File: config.mk
export PLATFORM = sky130hd
export DESIGN_NAME = bcir_regs
export DESIGN_NICKNAME = d
export VERILOG_FILES = /design/src/hdl/bcir_pkg.sv /design/src/hdl/bcir_regs.sv
export SDC_FILE = /design/constraint.sdc
export NUM_CORES = 1
export LEC_CHECK = 0
export ABC_AREA = 1
export BUFFER_PORTS_ARGS = -buffer_cell sky130_fd_sc_hd__buf_2
export CORE_ASPECT_RATIO = 0.5
export CORE_MARGIN = 2
export CORE_UTILIZATION = 45
export CTS_CLUSTER_DIAMETER = 30
export DETAILED_ROUTE_END_ITERATION = 8
export GPL_ROUTABILITY_DRIVEN = 1
export PLACE_DENSITY = 0.72
export SKIP_CTS_REPAIR_TIMING = 1
export SYNTH_ARGS = -nofsm -noshare
export SYNTH_HDL_FRONTEND = slang
export SYNTH_SLANG_ARGS = --single-unit
export TNS_END_PERCENT = 5
File: constraint.sdc
create_clock -name ref_clk -period 2.1 [get_ports ref_clk]
set_input_delay 0.105 -clock ref_clk [delete_from_list [all_inputs] [get_ports ref_clk]]
set_output_delay 0.105 -clock ref_clk [all_outputs]
set_load 0.1 [all_outputs]
File: src/hdl/bcir_pkg.sv
/*
  shared constants for the boost configuration register block:
  target address, register offsets, field positions, reset values
  and strap encodings. assumes a 125 MHz ref_clk.
*/
package bcir_pkg;

  // ==========================================================
  // bus and timing
  // ==========================================================
  localparam logic [6:0] BCIR_TARGET_ADDR = 7'h2C;
  localparam int         BCIR_CLK_MHZ     = 125;
  localparam int         BCIR_RST_MIN_US  = 20;
  localparam int         BCIR_RST_MIN_CYC = BCIR_RST_MIN_US * BCIR_CLK_MHZ;
  localparam logic [3:0] BCIR_SAMPLE_DLY  = 4'h8;

  // ==========================================================
  // register map
  // ==========================================================
  localparam logic [7:0] BCIR_OFS_AC   = 8'h01;
  localparam logic [7:0] BCIR_OFS_HOLD = 8'h03;
  localparam logic [7:0] BCIR_OFS_DC   = 8'h0E;
  localparam int         BCIR_AC_LSB   = 4;
  localparam int         BCIR_HOLD_BIT = 0;
  localparam logic       BCIR_HOLD_RST = 1'b1;

  // ==========================================================
  // encodings
  // ==========================================================
  localparam logic [2:0] BCIR_AC_L0 = 3'h0;
  localparam logic [2:0] BCIR_AC_L1 = 3'h1;
  localparam logic [2:0] BCIR_AC_L2 = 3'h3;
  localparam logic [2:0] BCIR_AC_L3 = 3'h7;
  localparam logic [2:0] BCIR_DC_40 = 3'h3;
  localparam logic [2:0] BCIR_DC_60 = 3'h5;
  localparam logic [2:0] BCIR_DC_80 = 3'h7;
  // tri-level dc strap as seen by the pad comparators
  localparam logic [1:0] BCIR_STRAP_LO  = 2'h0;
  localparam logic [1:0] BCIR_STRAP_MID = 2'h1;
  localparam logic [1:0] BCIR_STRAP_HI  = 2'h2;

  typedef enum logic [2:0] {
    BCIR_IDLE, BCIR_ADDR, BCIR_ACK, BCIR_WDATA, BCIR_RDATA, BCIR_RACK
  } bcir_i2c_st_t;

endpackage

File: src/hdl/bcir_regs.sv
/*
  boost configuration register block: strap latching, mode select,
  i2c target at a fixed address and the three config registers.
  assumes scl/sda/reset_bar_pin/straps are asynchronous pins and the
  pad ring resolves sda from sda_oe (open drain, low when enabled).
*/
module bcir_regs
  import bcir_pkg::*;
(
  // clock and reset
  input  wire logic       ref_clk,
  input  wire logic       rst,
  // pins
  input  wire logic       reset_bar_pin,
  input  wire logic       scl_in,
  input  wire logic       sda_in,
  output logic            sda_out,
  output logic            sda_oe,
  input  wire logic [1:0] ac_boost_strap,
  input  wire logic [1:0] dc_gain_strap,
  // link status from the analog front end
  input  wire logic       link_detect,
  input  wire logic       link_high_speed,
  // to the conditioning path
  output logic            connect_detect_out,
  output logic            boost_enable,
  output logic [2:0]      ac_boost_level,
  output logic [2:0]      dc_gain_level,
  output logic            config_hold
);

  typedef struct packed {
    logic [1:0]   rb_s, scl_s, sda_s;
    logic [1:0]   acs_s0, acs_s1, dcs_s0, dcs_s1;
    logic         scl_d, sda_d;
    logic         active;
    logic [15:0]  low_cnt;
    logic [3:0]   wait_cnt;
    logic         i2c_mode;
    logic [2:0]   ac_q, dc_q;
    logic         hold_q;
    bcir_i2c_st_t st;
    logic [3:0]   bitn;
    logic [7:0]   sh;
    logic         rw, first, addr_ok;
    logic [7:0]   ptr;
    logic         sda_lo;
    logic         cd, boost;
  } bcir_state_t;

  bcir_state_t s_q, s_d;

  logic rb, scl, sda, scl_rise, scl_fall, start, stop;
  logic [7:0] rd_byte;

  assign rb       = s_q.rb_s[1];
  assign scl      = s_q.scl_s[1];
  assign sda      = s_q.sda_s[1];
  assign scl_rise = scl & ~s_q.scl_d;
  assign scl_fall = ~scl & s_q.scl_d;
  assign start    = scl & s_q.scl_d & s_q.sda_d & ~sda;
  assign stop     = scl & s_q.scl_d & ~s_q.sda_d & sda;

  function automatic logic [2:0] ac_code(input logic [1:0] lv);
    case (lv)
      2'h0:    ac_code = BCIR_AC_L0;
      2'h1:    ac_code = BCIR_AC_L1;
      2'h2:    ac_code = BCIR_AC_L2;
      default: ac_code = BCIR_AC_L3;
    endcase
  endfunction

  function automatic logic [2:0] dc_code(input logic [1:0] lv);
    case (lv)
      BCIR_STRAP_LO:  dc_code = BCIR_DC_40;
      BCIR_STRAP_HI:  dc_code = BCIR_DC_80;
      default:        dc_code = BCIR_DC_60;
    endcase
  endfunction

  // reads show live contents, reserved bits zero
  always_comb
  begin
    rd_byte = 8'h00;
    case (s_q.ptr)
      BCIR_OFS_AC:   rd_byte[BCIR_AC_LSB +: 3]  = s_q.ac_q;
      BCIR_OFS_HOLD: rd_byte[BCIR_HOLD_BIT]     = s_q.hold_q;
      BCIR_OFS_DC:   rd_byte[2:0]               = s_q.dc_q;
      default:       rd_byte = 8'h00;
    endcase
  end

  always_comb
  begin
    s_d = s_q;
    // ========================================================
    // pin synchronisers
    // ========================================================
    s_d.rb_s   = {s_q.rb_s[0], reset_bar_pin};
    s_d.scl_s  = {s_q.scl_s[0], scl_in};
    s_d.sda_s  = {s_q.sda_s[0], sda_in};
    s_d.acs_s0 = ac_boost_strap;
    s_d.acs_s1 = s_q.acs_s0;
    s_d.dcs_s0 = dc_gain_strap;
    s_d.dcs_s1 = s_q.dcs_s0;
    s_d.scl_d  = scl;
    s_d.sda_d  = sda;

    // ========================================================
    // reset pin: shutdown once the pin has been low for the minimum width
    // ========================================================
    // glitches shorter than the minimum width are ignored
    if (!rb)
    begin
      if (s_q.low_cnt != 16'(BCIR_RST_MIN_CYC))
        s_d.low_cnt = s_q.low_cnt + 16'h0001;
      else
        s_d.active = 1'b0;
    end
    else
      s_d.low_cnt = 16'h0000;

    if (!s_q.active)
    begin
      s_d.cd = 1'b0;
      s_d.boost = 1'b0;
      s_d.st = BCIR_IDLE;
      s_d.sda_lo = 1'b0;
      s_d.i2c_mode = 1'b0;
      if (rb)
      begin
        // short settle, then straps and mode are caught once
        if (s_q.wait_cnt != BCIR_SAMPLE_DLY)
          s_d.wait_cnt = s_q.wait_cnt + 4'h1;
        else
        begin
          s_d.active   = 1'b1;
          s_d.wait_cnt = 4'h0;
          s_d.i2c_mode = scl & sda;
          s_d.ac_q     = ac_code(s_q.acs_s1);
          s_d.dc_q     = dc_code(s_q.dcs_s1);
          s_d.hold_q   = scl & sda;
        end
      end
      else
        s_d.wait_cnt = 4'h0;
    end
    else
    begin
      // link status only while running
      s_d.cd    = link_detect;
      s_d.boost = link_detect & link_high_speed & ~s_q.hold_q;

      // ======================================================
      // i2c target, sampled on ref_clk, 100 kHz bus
      // ======================================================
      if (!s_q.i2c_mode)
        s_d.st = BCIR_IDLE;
      else if (start)
      begin
        s_d.st = BCIR_ADDR;
        s_d.bitn = 4'h0;
        s_d.first = 1'b1;
        s_d.sda_lo = 1'b0;
      end
      else if (stop)
      begin
        s_d.st = BCIR_IDLE;
        s_d.sda_lo = 1'b0;
      end
      else
      begin
        case (s_q.st)
          BCIR_ADDR, BCIR_WDATA:
          begin
            if (scl_rise)
            begin
              s_d.sh = {s_q.sh[6:0], sda};
              s_d.bitn = s_q.bitn + 4'h1;
            end
            if (scl_fall && s_q.bitn == 4'h8)
            begin
              s_d.bitn = 4'h0;
              if (s_q.st == BCIR_ADDR)
              begin
                s_d.addr_ok = (s_q.sh[7:1] == BCIR_TARGET_ADDR);
                s_d.rw = s_q.sh[0];
                s_d.sda_lo = (s_q.sh[7:1] == BCIR_TARGET_ADDR);
                s_d.st = (s_q.sh[7:1] == BCIR_TARGET_ADDR)
                         ? BCIR_ACK : BCIR_IDLE;
              end
              else
              begin
                if (s_q.first)
                  s_d.ptr = s_q.sh;
                else
                begin
                  case (s_q.ptr)
                    BCIR_OFS_AC:   s_d.ac_q = s_q.sh[BCIR_AC_LSB +: 3];
                    BCIR_OFS_HOLD: s_d.hold_q = s_q.sh[BCIR_HOLD_BIT];
                    BCIR_OFS_DC:   s_d.dc_q = s_q.sh[2:0];
                    default:       s_d.ptr = s_q.ptr;
                  endcase
                  s_d.ptr = s_q.ptr + 8'h01;
                end
                s_d.first = 1'b0;
                s_d.sda_lo = 1'b1;
                s_d.st = BCIR_ACK;
              end
            end
          end
          BCIR_ACK:
          begin
            if (scl_fall)
            begin
              if (s_q.rw && s_q.addr_ok && s_q.first)
              begin
                s_d.sh = rd_byte;
                s_d.sda_lo = ~rd_byte[7];
                s_d.bitn = 4'h1;
                s_d.st = BCIR_RDATA;
              end
              else
              begin
                s_d.sda_lo = 1'b0;
                s_d.st = BCIR_WDATA;
              end
              s_d.addr_ok = 1'b0;
            end
          end
          BCIR_RDATA:
          begin
            if (scl_fall)
            begin
              if (s_q.bitn == 4'h8)
              begin
                s_d.sda_lo = 1'b0;
                s_d.ptr = s_q.ptr + 8'h01;
                s_d.st = BCIR_RACK;
              end
              else
              begin
                s_d.sda_lo = ~s_q.sh[7 - 3'(s_q.bitn)];
                s_d.bitn = s_q.bitn + 4'h1;
              end
            end
          end
          BCIR_RACK:
          begin
            if (scl_rise)
              s_d.rw = ~sda;
            if (scl_fall)
            begin
              if (s_q.rw)
              begin
                s_d.sh = rd_byte;
                s_d.sda_lo = ~rd_byte[7];
                s_d.bitn = 4'h1;
                s_d.st = BCIR_RDATA;
              end
              else
                s_d.st = BCIR_IDLE;
            end
          end
          default: s_d.st = BCIR_IDLE;
        endcase
      end
    end
  end

  always_ff @(posedge ref_clk or posedge rst)
  begin
    if (rst)
    begin
      s_q <= '0;
      s_q.hold_q <= BCIR_HOLD_RST;
      s_q.dc_q <= BCIR_DC_60;
      s_q.st <= BCIR_IDLE;
    end
    else
      s_q <= s_d;
  end

  assign sda_out            = 1'b0;
  assign sda_oe             = s_q.sda_lo;
  assign connect_detect_out = s_q.cd;
  assign boost_enable       = s_q.boost;
  assign ac_boost_level     = s_q.ac_q;
  assign dc_gain_level      = s_q.dc_q;
  assign config_hold        = s_q.hold_q;

endmodule

==> results_dict.tcl <==
set metrics [dict create \
    start_util 0.4688 \
    ios 22 \
    overflow 0 \
    synth_top_family_by_area "simple AND/OR/NAND/NOR gates" \
    leakage_nw 2.211 \
    period_minus_slack_ps 1925 \
    dr.pass1.iters 5 \
    cts-root-buf "clkbuf_16" \
    drive_gt1_frac 0.1088 \
    grt_pass1_vias 3300 \
    hpwlAfterDp_um 6615 \
    hold_slack_ps -14.94 \
    fin_cells 705 \
    worst_pin_slew_ps 500.6 \
    synth_xor_xnor_area_share 0.01270 \
    final_hold_viol_count 1 \
    std_cell_rows 24 \
    synth_top_cell_by_area "dfrtp_1" \
    netlist_area_um2 4139 \
    yosys.cell_types.count 37 \
    io_buffer_count 20 \
    worst_setup_path_start_kind "flip-flop" \
    synth_compound_area_frac 0.1125 \
    crit_path_start "s_q[22]" \
    post_drt_wl_per_cell_um 13.28 \
    status "finished, violations left" \
    synthSimpleGateAreaFrac 0.3086 \
    rsz0062_at_grt "no" \
    cp.arrival_ps 2150 \
    die_width_um 139.6 \
    use_met1 0.2783 \
    gp_congestion 0.9419 \
    fin_ws_ps 175.3 \
    synth_fp_nets 575 \
    fmax_mhz 519.6 \
    cp.required_ps 2330 \
    coreArea_um2 8828 \
    ir_drop_mv 0.4067 \
    drt_wl_total_um 9360 \
    drc_errors 0 \
    hold_start "link_high_speed" \
    met3_usage 0.05615 \
    finalClockSkew_ps 6.625 \
    htreeDepth 3 \
    yosysSeqAreaShare 0.4483 \
    use_met2 0.3137 \
    fin_tns_setup_ps 0 \
    nets 604 \
    drtIter0Drc 350 \
    synthFlopType "dfrtp_1" \
    ys_ff_latch 74 \
    track_usage 0.2020 \
    die_y_um 71.82 \
    postSynthCellCount 555 \
    synth_area_leaders "dfrtp_1, nand2_1, nand3_1, o21ai_0, inv_1" \
    relSlewSlack 0.6637 \
    vias_per_cell 5.282 \
    muxShareOfSynthArea 0 \
    critPathKind "reg -> reg" \
    period_share 0.9165 \
    clock_sinks 74 \
    r2r-start "s_q[22]" \
    path_max_fanout 16 \
    hold_path_class "in -> reg" \
    grt_start_max_net_pins 66 \
    cts_buffers 9 \
    end_kind "flip-flop" \
    setup_viol 0 \
    diodes 0 \
    avgSynthCellArea_um2 7.458 \
    synthArstFlopShare 1.000 \
    grt_first_pass_wirelength_um 16020 \
    antenna_found_initial 0 \
    max-clock-path-buffers 2 \
    clock_latency_ps 340 \
    drv_slew 0 \
    final_util 0.5315 \
    die_area_um2 10030 \
    synthToLayoutAreaGrowth_pct 13.36 \
    ant_nets 0 \
    cap_violations 0 \
    top_usage_layer "met2" \
    dpl.cell_count 681 \
    vias 3724 \
    synthAdderAreaFrac 0.02721 \
    synth_top_area_share 0.4293 \
    cts.clk_slew.worst_paths_ps 60 \
    dp_slack_ps 161.3 \
    powerDensity_nw_per_um2 678.5 \
    violations "negative hold slack" \
    cts_tree "built" \
    synth_edf_count 0 \
    synth_warnings 0 \
]
==> registers in the layout, summed over array words and instances (netlist names), 3 cells and up <==
name,flops
ac_boost_level,3
dc_gain_level,3
s_d,9
s_q,54
==> cell usage after synthesis (7+ instances only) <==
master,number
ha_1,9
nand3_1,56
inv_1,64
nor3_1,8
o21ai_1,15
nor2_1,52
buf_4,7
nand4_1,9
nand2_1,144
a21oi_1,19
dfrtp_1,71
o21ai_0,48
==> cells in the final DEF (no fill, tap or decap), types with 15 or more instances in the layout <==
cell     synthesis  layout
dfrtp_1         71      71
o21ai_1         15      15
nand3_1         56      56
buf_2            3      20
inv_1           64      62
a21oi_1         19      19
nand2_1        144     144
o21ai_0         48      48
nor2_1          52      52
==> layer usage <==
layer  part of all wire  up-vias  wire length (µm)
li1                   -     1845                 -
met5                  0        -                 0
met4              0.012        0               110
met2               0.45      124              4216
met1               0.47     1744              4403
met3              0.067       11               631
==> final cells by class <==
type	count	area, µm²
Inverter	71	266.5
Clock inverter	4	28.78
Tap cell	117	146.4
Fill cell	839	4136
Multi-Input combinational cell	394	1912
Timing Repair Buffer	34	240.2
Sequential cell	74	1856
Clock buffer	11	242.7
==> kinds of logic after synthesis <==
family	after synthesis
and+or+nand+nor	288
AOI/OAI and AO/OA	90
buffers and inverters	87
DFF	74
adders and majority gates	9
xor gates and xnor gates	6
other	1
==> worst paths after layout <==
check | end | slack (ps) | depth (start not counted)
max | s_q[5] | 180 | 10
min | boost_enable | -10 | 3
max reg2reg | s_q[5] | 180 | 10
min reg2reg | s_q[60] | 350 | 0
max in group asynchronous | dc_gain_level[2] | 1230 | 4
min in group asynchronous | s_q[55] | 220 | 3
==> report_power, final <==
| part | internal (mW) | total, mW | switching [mW] |
|---|---|---|---|
| sequential | 1.47 | 1.50 | 0.0293 |
| clock | 0.825 | 1.42 | 0.590 |
| combinational | 0.0770 | 0.267 | 0.190 |
| total | 2.37 | 3.18 | 0.809 |
==> critical path, stage by stage, from the launching register on <==
cell	delay, ps
dfrtp_1	480
inv_2	140
ha_1	180
nand3_1	150
nor2_4	170
nand2_2	110
nor3_4	150
buf_4	220
nand2_1	70
o21ai_1	80
inv_1	60
==> stage by stage <==
step	power [mW]	hold slack, ps	area [µm²]
2_1_floorplan	1.710	136.4	4139
3_3_place_gp	1.774	41.16	4330
3_5_place_dp	1.779	38.29	4330
4_1_cts	3.194	-321.9	4602
5_1_grt	3.310	5.901	4692
6_report	3.184	-14.94	4692
Power figures use the tool's default switching activity.
